<file path="config.mk">
export PLATFORM = sky130hd
export DESIGN_NAME = svac_top
export DESIGN_NICKNAME = d
export VERILOG_FILES = /design/src/include/svac_pkg.sv /design/src/include/svac_srch_if.sv /design/src/hw/svac_search.sv /design/src/hw/svac_top.sv
export VERILOG_INCLUDE_DIRS = /design/src /design/src/include
export SDC_FILE = /design/constraint.sdc
export NUM_CORES = 1
export LEC_CHECK = 0
export BUFFER_PORTS_ARGS = -buffer_cell sky130_fd_sc_hd__buf_4
export CELL_PAD_IN_SITES_DETAIL_PLACEMENT = 1
export CELL_PAD_IN_SITES_GLOBAL_PLACEMENT = 1
export CORE_ASPECT_RATIO = 1.75
export CORE_MARGIN = 4
export CORE_UTILIZATION = 42
export DETAILED_ROUTE_END_ITERATION = 10
export GPL_TIMING_DRIVEN = 0
export PLACE_DENSITY = 0.79
export SYNTH_ARGS = -nofsm -noshare
export SYNTH_HDL_FRONTEND = slang
export SYNTH_HIERARCHICAL = 1
export SYNTH_SLANG_ARGS = --single-unit
</file>
<file path="constraint.sdc">
create_clock -name mclk -period 2.09 [get_ports mclk]
set_input_delay 0.3135 -clock mclk [delete_from_list [all_inputs] [get_ports mclk]]
set_output_delay 0.3135 -clock mclk [all_outputs]
set_load 0.02 [all_outputs]
</file>
<file path="src/include/svac_map.svh">
// register indices, field positions, reset values and timing of the synthesizer control
`ifndef SVAC_MAP_SVH
`define SVAC_MAP_SVH
// ---------------------------------------------------------------
// register indices (byte address is four times the index)
// ---------------------------------------------------------------
`define SVAC_IDX_CTRL    6'h00
`define SVAC_IDX_NHI     6'h01
`define SVAC_IDX_NLO     6'h02
`define SVAC_IDX_FHI     6'h03
`define SVAC_IDX_FMID    6'h04
`define SVAC_IDX_FLSB    6'h05
`define SVAC_IDX_REFDIV  6'h06
`define SVAC_IDX_PUMP    6'h07
`define SVAC_IDX_OSC     6'h08
`define SVAC_IDX_STAT1   6'h0C
`define SVAC_IDX_STAT2   6'h0D
// ---------------------------------------------------------------
// field positions
// ---------------------------------------------------------------
`define SVAC_CTRL_STANDBY_REQUEST   7
`define SVAC_OSC_AUTO    2
`define SVAC_OSC_CONV    1
`define SVAC_OSC_LATCH   0
`define SVAC_PUMP_DIV    3
`define SVAC_PUMP_AUTO   2
`define SVAC_ST1_ENDED   1
`define SVAC_ST1_OK      0
// ---------------------------------------------------------------
// reset values
// ---------------------------------------------------------------
`define SVAC_RST_REFDIV  5'h01
`define SVAC_RST_BAND    5'h00
`define SVAC_RST_ENDED   1'b1
// ---------------------------------------------------------------
// timing and ranges
// ---------------------------------------------------------------
`define SVAC_CLK_NS      5
`define SVAC_SETTLE_NS   1000
`define SVAC_SETTLE_CYC  ((`SVAC_SETTLE_NS + `SVAC_CLK_NS - 1) / `SVAC_CLK_NS)
`define SVAC_BAND_COUNT  24
`define SVAC_GAIN_STEP_DB 1
`define SVAC_GAIN_SPAN_DB 15
`endif

</file>
<file path="src/include/svac_pkg.sv">
// types shared by the synthesizer control and its band search engine
package svac_pkg;
  typedef logic [4:0] svac_band_t;
  typedef logic [2:0] svac_code_t;
  typedef enum logic [1:0] {SV_IDLE, SV_SETTLE, SV_JUDGE} svac_state_t;
  // converter code inside the locked-with-margin window
  function automatic logic svac_margin(input svac_code_t c);
    svac_margin = (c == 3'h2) || (c == 3'h5);
  endfunction
endpackage

</file>
<file path="src/include/svac_srch_if.sv">
// link between the register side and the band search engine
`timescale 1ns/1ps
interface svac_srch_if;
  logic                start;
  svac_pkg::svac_band_t first_band;
  svac_pkg::svac_code_t code;
  svac_pkg::svac_band_t band;
  logic                busy;
  logic                done;
  logic                found;
  modport ctrl   (output start, first_band, code, input band, busy, done, found);
  modport engine (input start, first_band, code, output band, busy, done, found);
endinterface

</file>
<file path="src/hw/svac_search.sv">
// band search engine: steps oscillator bands until the tune code has margin or all bands are tried
`timescale 1ns/1ps
`include "svac_map.svh"
module svac_search (
  input  wire logic    mclk,
  input  wire logic    nrst,
  svac_srch_if.engine  sif
);
  localparam logic [7:0] SETTLE_CYC = 8'(`SVAC_SETTLE_CYC);
  localparam logic [4:0] LAST_BAND  = 5'(`SVAC_BAND_COUNT - 1);
  svac_pkg::svac_state_t state, next_state;
  svac_pkg::svac_band_t  band, next_band, first, next_first;
  logic [7:0]            cnt, next_cnt;
  logic [4:0]            tries, next_tries;
  logic                  done, next_done, found, next_found;
  // ---------------------------------------------------------------
  // search sequencing
  // ---------------------------------------------------------------
  always_comb begin
    next_state = state;
    next_band  = band;
    next_first = first;
    next_cnt   = cnt;
    next_tries = tries;
    next_done  = 1'b0;
    next_found = found;
    if (sif.start) begin
      // restart from the manual band, band 0 when it is out of range
      next_first = (sif.first_band > LAST_BAND) ? 5'h00 : sif.first_band;
      next_band  = next_first;
      next_tries = 5'h00;
      next_cnt   = SETTLE_CYC;
      next_state = svac_pkg::SV_SETTLE;
    end else begin
      unique case (state)
        svac_pkg::SV_IDLE: begin
        end
        svac_pkg::SV_SETTLE: begin
          next_cnt = cnt - 8'h01;
          if (cnt == 8'h01) next_state = svac_pkg::SV_JUDGE;
        end
        svac_pkg::SV_JUDGE: begin
          if (svac_pkg::svac_margin(sif.code)) begin
            next_done  = 1'b1;
            next_found = 1'b1;
            next_state = svac_pkg::SV_IDLE;
          end else if (tries == LAST_BAND) begin
            next_done  = 1'b1;
            next_found = 1'b0;
            next_band  = first;
            next_state = svac_pkg::SV_IDLE;
          end else begin
            next_band  = (band == LAST_BAND) ? 5'h00 : band + 5'h01;
            next_tries = tries + 5'h01;
            next_cnt   = SETTLE_CYC;
            next_state = svac_pkg::SV_SETTLE;
          end
        end
        default: next_state = svac_pkg::SV_IDLE; // unused state code falls back to idle
      endcase
    end
  end
  always_ff @(posedge mclk or negedge nrst) begin
    if (!nrst) begin
      state <= svac_pkg::SV_IDLE;
      band  <= `SVAC_RST_BAND;
      first <= `SVAC_RST_BAND;
      cnt   <= 8'h00;
      tries <= 5'h00;
      done  <= 1'b0;
      found <= 1'b0;
    end else begin
      state <= next_state;
      band  <= next_band;
      first <= next_first;
      cnt   <= next_cnt;
      tries <= next_tries;
      done  <= next_done;
      found <= next_found;
    end
  end
  // outputs to the register side
  assign sif.band  = band;
  assign sif.busy  = (state != svac_pkg::SV_IDLE);
  assign sif.done  = done;
  assign sif.found = found;
endmodule

</file>
<file path="src/hw/svac_top.sv">
// synthesizer control: divider registers, band search control, tune converter readback
// Behaviour
// gain code 0..15 maps to 0..15 dB baseband gain, 1 dB per step.
// integer and fractional dividers are plain unsigned, integer split 14:8 and 7:0.
// host forms fractional word as fraction times two to twenty, rounded up.
// host picks reference divider giving comparison frequency 12 to 30 MHz.
// host rewrites all divider registers on every LO change.
// twenty four bands, manually chosen by the five bit band field.
// second status byte shows the band in use, manual or searched.
// with auto search enabled the band is chosen by the search.
// a completed write to fractional LSB register starts the search.
// host writes fractional LSB register after all other PLL settings.
// search starts from the manual band field.
// search-ended flag reads zero while the search runs.
// on success both flags set and chosen band is shown.
// on failure success flag clears and ended flag sets.
// three bit tune voltage code serves as lock indicator.
// codes 0/7 unlocked, 1/6 locked, 2/5 locked with margin.
// search only accepts a band with a margin code.
// converter runs when enabled; reading captured on later latch write.
// standby bit shuts the signal path, bus and reference stay on.
// register contents persist through standby.
// host programs all registers no sooner than 100 us after power-up.
// status byte two holds band in 7:3, converter code in 2:0.
// fractional LSB write with auto search off leaves search flags alone.
//
// Design decisions made here: the register offsets and the APB slave port.
`timescale 1ns/1ps
`include "svac_map.svh"
module svac_top (
  input  wire logic        mclk,
  input  wire logic        nrst,
  input  wire logic        psel,
  input  wire logic        penable,
  input  wire logic        pwrite,
  input  wire logic [7:0]  paddr,
  input  wire logic [31:0] pwdata,
  output logic      [31:0] prdata,
  output logic             pready,
  output logic             pslverr,
  input  wire logic [2:0]  tune_code_in,
  output logic             tune_converter_on,
  output logic      [4:0]  band_active,
  output logic      [14:0] n_divider,
  output logic      [19:0] f_divider,
  output logic      [4:0]  ref_divider,
  output logic             lo_divide_select,
  output logic             pump_current_auto,
  output logic      [1:0]  pump_current_level,
  output logic      [3:0]  baseband_gain_db,
  output logic             signal_path_on
);
  // ---------------------------------------------------------------
  // register state
  // ---------------------------------------------------------------
  logic [3:0] baseband_gain_code, next_gain;
  logic       standby_request, next_standby_request;
  logic [6:0] n_hi, next_n_hi;
  logic [7:0] n_lo, next_n_lo;
  logic [3:0] f_hi, next_f_hi;
  logic [7:0] f_mid, next_f_mid, f_lsb, next_f_lsb;
  logic [4:0] ref_div, next_ref_div;
  logic [3:0] pump, next_pump;
  svac_pkg::svac_band_t band_select, next_band_sel;
  logic       auto_band_search_enable, next_auto;
  logic       tune_converter_enable, next_conv;
  logic       search_ended_flag, next_ended;
  logic       search_success_flag, next_ok;
  svac_pkg::svac_code_t conv_held, next_conv_held;
  logic [31:0] rdata, next_rdata;
  logic [5:0]  idx;
  logic        mapped, ro_reg, wr, start_search, latch_hit;
  svac_srch_if sif ();
  // ---------------------------------------------------------------
  // apb decode
  // ---------------------------------------------------------------
  assign idx    = paddr[7:2];
  assign ro_reg = (idx == `SVAC_IDX_STAT1) || (idx == `SVAC_IDX_STAT2);
  always_comb begin
    mapped = 1'b0;
    if (paddr[1:0] == 2'h0) begin
      unique case (idx)
        `SVAC_IDX_CTRL, `SVAC_IDX_NHI, `SVAC_IDX_NLO, `SVAC_IDX_FHI,
        `SVAC_IDX_FMID, `SVAC_IDX_FLSB, `SVAC_IDX_REFDIV, `SVAC_IDX_PUMP,
        `SVAC_IDX_OSC, `SVAC_IDX_STAT1, `SVAC_IDX_STAT2: mapped = 1'b1;
        default: mapped = 1'b0;
      endcase
    end
  end
  // zero wait states; error on unmapped address or write to status
  assign pready  = 1'b1;
  assign pslverr = psel && penable && (!mapped || (pwrite && ro_reg));
  assign wr      = psel && penable && pwrite && mapped && !ro_reg;
  assign prdata  = rdata;
  // search starts only on the LSB write with auto selection on
  assign start_search = wr && (idx == `SVAC_IDX_FLSB) && auto_band_search_enable;
  // latch write captures only when converter was already enabled
  assign latch_hit = wr && (idx == `SVAC_IDX_OSC) && pwdata[`SVAC_OSC_LATCH]
                     && tune_converter_enable;
  // ---------------------------------------------------------------
  // next register values
  // ---------------------------------------------------------------
  always_comb begin
    next_gain      = baseband_gain_code;
    next_standby_request      = standby_request;
    next_n_hi      = n_hi;
    next_n_lo      = n_lo;
    next_f_hi      = f_hi;
    next_f_mid     = f_mid;
    next_f_lsb     = f_lsb;
    next_ref_div   = ref_div;
    next_pump      = pump;
    next_band_sel  = band_select;
    next_auto      = auto_band_search_enable;
    next_conv      = tune_converter_enable;
    next_conv_held = conv_held;
    next_ended     = search_ended_flag;
    next_ok        = search_success_flag;
    if (wr) begin
      unique case (idx)
        `SVAC_IDX_CTRL: begin
          next_gain = pwdata[3:0];
          next_standby_request = pwdata[`SVAC_CTRL_STANDBY_REQUEST];
        end
        `SVAC_IDX_NHI:    next_n_hi    = pwdata[6:0];
        `SVAC_IDX_NLO:    next_n_lo    = pwdata[7:0];
        `SVAC_IDX_FHI:    next_f_hi    = pwdata[3:0];
        `SVAC_IDX_FMID:   next_f_mid   = pwdata[7:0];
        `SVAC_IDX_FLSB:   next_f_lsb   = pwdata[7:0];
        `SVAC_IDX_REFDIV: next_ref_div = pwdata[4:0];
        `SVAC_IDX_PUMP:   next_pump    = pwdata[3:0];
        `SVAC_IDX_OSC: begin
          next_band_sel = pwdata[7:3];
          next_auto     = pwdata[`SVAC_OSC_AUTO];
          next_conv     = pwdata[`SVAC_OSC_CONV];
        end
        default: begin
        end
      endcase
    end
    if (latch_hit) next_conv_held = tune_code_in;
    // search end wins unless a fresh search starts in the same cycle
    if (sif.done) begin
      next_ended = 1'b1;
      next_ok    = sif.found;
    end
    if (start_search) next_ended = 1'b0;
  end
  always_ff @(posedge mclk or negedge nrst) begin
    if (!nrst) begin
      baseband_gain_code      <= 4'h0;
      standby_request         <= 1'b0;
      n_hi                    <= 7'h00;
      n_lo                    <= 8'h00;
      f_hi                    <= 4'h0;
      f_mid                   <= 8'h00;
      f_lsb                   <= 8'h00;
      ref_div                 <= `SVAC_RST_REFDIV;
      pump                    <= 4'h0;
      band_select             <= `SVAC_RST_BAND;
      auto_band_search_enable <= 1'b0;
      tune_converter_enable   <= 1'b0;
      conv_held               <= 3'h0;
      search_ended_flag       <= `SVAC_RST_ENDED;
      search_success_flag     <= 1'b0;
    end else begin
      baseband_gain_code      <= next_gain;
      standby_request         <= next_standby_request;
      n_hi                    <= next_n_hi;
      n_lo                    <= next_n_lo;
      f_hi                    <= next_f_hi;
      f_mid                   <= next_f_mid;
      f_lsb                   <= next_f_lsb;
      ref_div                 <= next_ref_div;
      pump                    <= next_pump;
      band_select             <= next_band_sel;
      auto_band_search_enable <= next_auto;
      tune_converter_enable   <= next_conv;
      conv_held               <= next_conv_held;
      search_ended_flag       <= next_ended;
      search_success_flag     <= next_ok;
    end
  end
  // ---------------------------------------------------------------
  // read data, captured in the setup cycle
  // ---------------------------------------------------------------
  always_comb begin
    next_rdata = rdata;
    if (psel && !penable) begin
      next_rdata = 32'h0000_0000;
      unique case (idx)
        `SVAC_IDX_CTRL:   next_rdata[7:0] = {standby_request, 3'h0, baseband_gain_code};
        `SVAC_IDX_NHI:    next_rdata[6:0] = n_hi;
        `SVAC_IDX_NLO:    next_rdata[7:0] = n_lo;
        `SVAC_IDX_FHI:    next_rdata[3:0] = f_hi;
        `SVAC_IDX_FMID:   next_rdata[7:0] = f_mid;
        `SVAC_IDX_FLSB:   next_rdata[7:0] = f_lsb;
        `SVAC_IDX_REFDIV: next_rdata[4:0] = ref_div;
        `SVAC_IDX_PUMP:   next_rdata[3:0] = pump;
        `SVAC_IDX_OSC:    next_rdata[7:0] = {band_select, auto_band_search_enable,
                                             tune_converter_enable, 1'b0};
        `SVAC_IDX_STAT1:  next_rdata[1:0] = {search_ended_flag, search_success_flag};
        `SVAC_IDX_STAT2:  next_rdata[7:0] = {band_active, conv_held};
        default:          next_rdata = 32'h0000_0000;
      endcase
    end
  end
  always_ff @(posedge mclk or negedge nrst) begin
    if (!nrst) rdata <= 32'h0000_0000;
    else       rdata <= next_rdata;
  end
  // ---------------------------------------------------------------
  // search engine and outputs
  // ---------------------------------------------------------------
  assign sif.start      = start_search;
  assign sif.first_band = band_select;
  assign sif.code       = tune_code_in;
  svac_search u_search (
    .mclk (mclk),
    .nrst (nrst),
    .sif  (sif)
  );
  // band in use: searched when auto on, else manual
  assign band_active        = auto_band_search_enable ? sif.band : band_select;
  assign n_divider          = {n_hi, n_lo};
  assign f_divider          = {f_hi, f_mid, f_lsb};
  assign ref_divider        = ref_div;
  assign lo_divide_select   = pump[`SVAC_PUMP_DIV];
  assign pump_current_auto  = pump[`SVAC_PUMP_AUTO];
  assign pump_current_level = pump[1:0];
  // one code step is one dB of baseband gain
  assign baseband_gain_db   = 4'(baseband_gain_code * `SVAC_GAIN_STEP_DB);
  // standby gates only the signal path; registers are untouched
  assign signal_path_on     = !standby_request;
  assign tune_converter_on  = tune_converter_enable;
endmodule

</file>
==> results.toml <==
[status]
status = "finished with violations"
violations = "negative setup slack"

[drt]
drtIter0Drc = 209
vias = 4328
viasPerCell = 5.549
detail-route-antenna-nets = 0
first_pass_iters = 4
wl_mm = 16.87
wire_per_inst_um = 21.63
route.detailed.drc = 0

[setup_path]
crit_arrival_ps = 2320
reg2reg_slack_ps = 80
r2r-start = "auto_band_search_enable"
critPathBufInv = 2
setup.worst_path.start_class = "primary input"
cp_max_fo = 7
cp_slowest_cell = "or3_2"
max_stage_delay_ps = 470
crit_start = "paddr[7]"
critPathKind = "primary input to flip-flop"
cp.required_ps = 2320
end_kind = "flip-flop"
worstPathCellList = "buf_4 > or3_2 > clkbuf_1 > nor3_4 > nand4_2 > mux2_2"
cpLargestDelayFamily = "simple AND/OR/NAND/NOR gates"

[placement]
pre_cts_slack_ps = -703.1
dp_hpwl_mm = 12.39
numPortBuffers = 86
gp_congestion = 0.9342
dp_cells = 752

[finish]
finalNonFillerCells = 780
final_nets = 659
drive_gt1_share_pct = 44.12
fillCellCount = 1369
num_antenna_cells = 0
multi_input_area_um2 = 2795
syn_to_final_growth_pct = 28.67
regArea_um2 = 2405

[timing]
hold_viol = 0
fin_ws_ps = -1.496
relSlewSlack_pct = 17.06
rsz0062_at_grt = "yes"
post-route-period-util_pct = 100.1
fmax_ghz = 0.4781
tightest_slew_ps = 1244
finalMaxSlewViolations = 0
skew_ps = 6.198
setup_viol = 1
fin_crit_ps = 2091

[floorplanning]
coreArea_um2 = 12430
io_pins = 137
rows = 54
die_area_um2 = 14620
start_util_pct = 42.86
die_h_um = 157.0
dieWidth_um = 93.15

[global_routing]
grt_pass1_vias = 4636
grt_pass1_wl_mm = 25.72
grt_max_degree = 97
grtUsageTotal_pct = 23.02
grt.overflow.total = 0
antenna_found_initial = 0

[cts]
cts_root_buffer = "clkbuf_16"
clk_path_buf_depth = 2
clock_latency_ps = 350
cts_buffers = 9
cts_sinks = 96
tritoncts = "done"
cts.clk_slew.worst_paths_ps = 70
h-tree-depth = 3
hold_buffers = 0

[power]
p_total_w = 0.004613
p_leak_nw = 3.261
irDropWorstVdd_v = 0.0005836
power.density_nw_per_um2 = 672.8

[synth]
yosysWarnings = 6
syn_inst = 475
avgSynthCellArea_um2 = 11.22
synth_area_um2 = 5329

[run]
maxCapViolCount = 0

[hold_path]
worstHoldPathType = "primary input to asynchronous set/reset pin"
==> path summary, 6_finish.rpt <==
check | cells past startpoint | endpoint
max in group asynchronous | 1 | pump[1]
max | 6 | n_hi[6]
min in group mclk | 2 | conv_held[1]
min | 1 | u_search/sif.band[3]
min reg2reg | 2 | prdata[0]
max reg2reg | 6 | u_search/cnt[3]
==> registers in the layout, indices dropped and copies added (netlist names), 2 cells and up <==
name,flops
conv_held,3
f_mid,8
prdata,8
u_search/first,5
n_lo,8
n_hi,7
u_search/state,2
baseband_gain_code,4
f_hi,4
u_search/sif.band,5
u_search/cnt,8
ref_divider,5
band_select,5
f_lsb,8
pump,4
u_search/tries,5
==> metal layers <==
| metal | track usage [%] | share of wire, % | wire (µm) |
|---|---|---|---|
| met5 | 0 | 0 | 0 |
| met4 | 9.853 | 3.9 | 653 |
| met3 | 3.539 | 4.2 | 704 |
| met2 | 45.24 | 57 | 9655 |
| met1 | 23.50 | 35 | 5860 |
==> through the flow <==
stage | area, µm² | util, % | hold WS, ps | setup TNS (ps)
after CTS | 6779 | 54.53 | 227.4 | -57.41
after detailed placement | 6346 | 51.05 | 472.0 | -36720
after floorplan | 5490 | - | 17.91 | -787.6
after global routing | 6857 | 55.15 | 238.1 | -125.7
final | 6857 | 55.15 | 211.2 | -1.496
after global placement | 6346 | 51.05 | 466.9 | -32460
==> layout make-up <==
| type | instances | area share, % |
|---|---|---|
| Timing Repair Buffer | 99 | 11.26 |
| Tap cell | 168 | 3.066 |
| Buffer | 48 | 4.963 |
| Inverter | 12 | 0.6569 |
| Clock inverter | 6 | 0.7299 |
| Clock buffer | 10 | 3.485 |
| Multi-Input combinational cell | 341 | 40.77 |
| Sequential cell | 96 | 35.07 |
==> placed cells by master, fill, tap and decap left out, drive strengths merged, types with 14 or more instances in the layout <==
master,instances
o21ai,20
clkbuf,21
conb,25
buf,135
mux2,71
nand2,22
dfrtp,94
nor2,21
inv,15
a21oi,17
nand3,14
==> timing repair <==
item	4_1_cts	5_1_grt
setup buffers	5	7
gates cloned	1	0
setup endpoints to repair	46	29
resized for setup	20	9
pin swaps	5	2
==> where the power goes <==
| part | internal (W) | leakage (nW) | switching, W | total [W] |
|---|---|---|---|---|
| combinational | 0.000374 | 1.86 | 0.000483 | 0.000857 |
| clock | 0.000855 | 0.136 | 0.000763 | 0.00162 |
| sequential | 0.00197 | 1.27 | 0.000166 | 0.00214 |
| total | 0.00320 | 3.26 | 0.00141 | 0.00461 |
No activity file was read; power rests on OpenSTA's default activity.
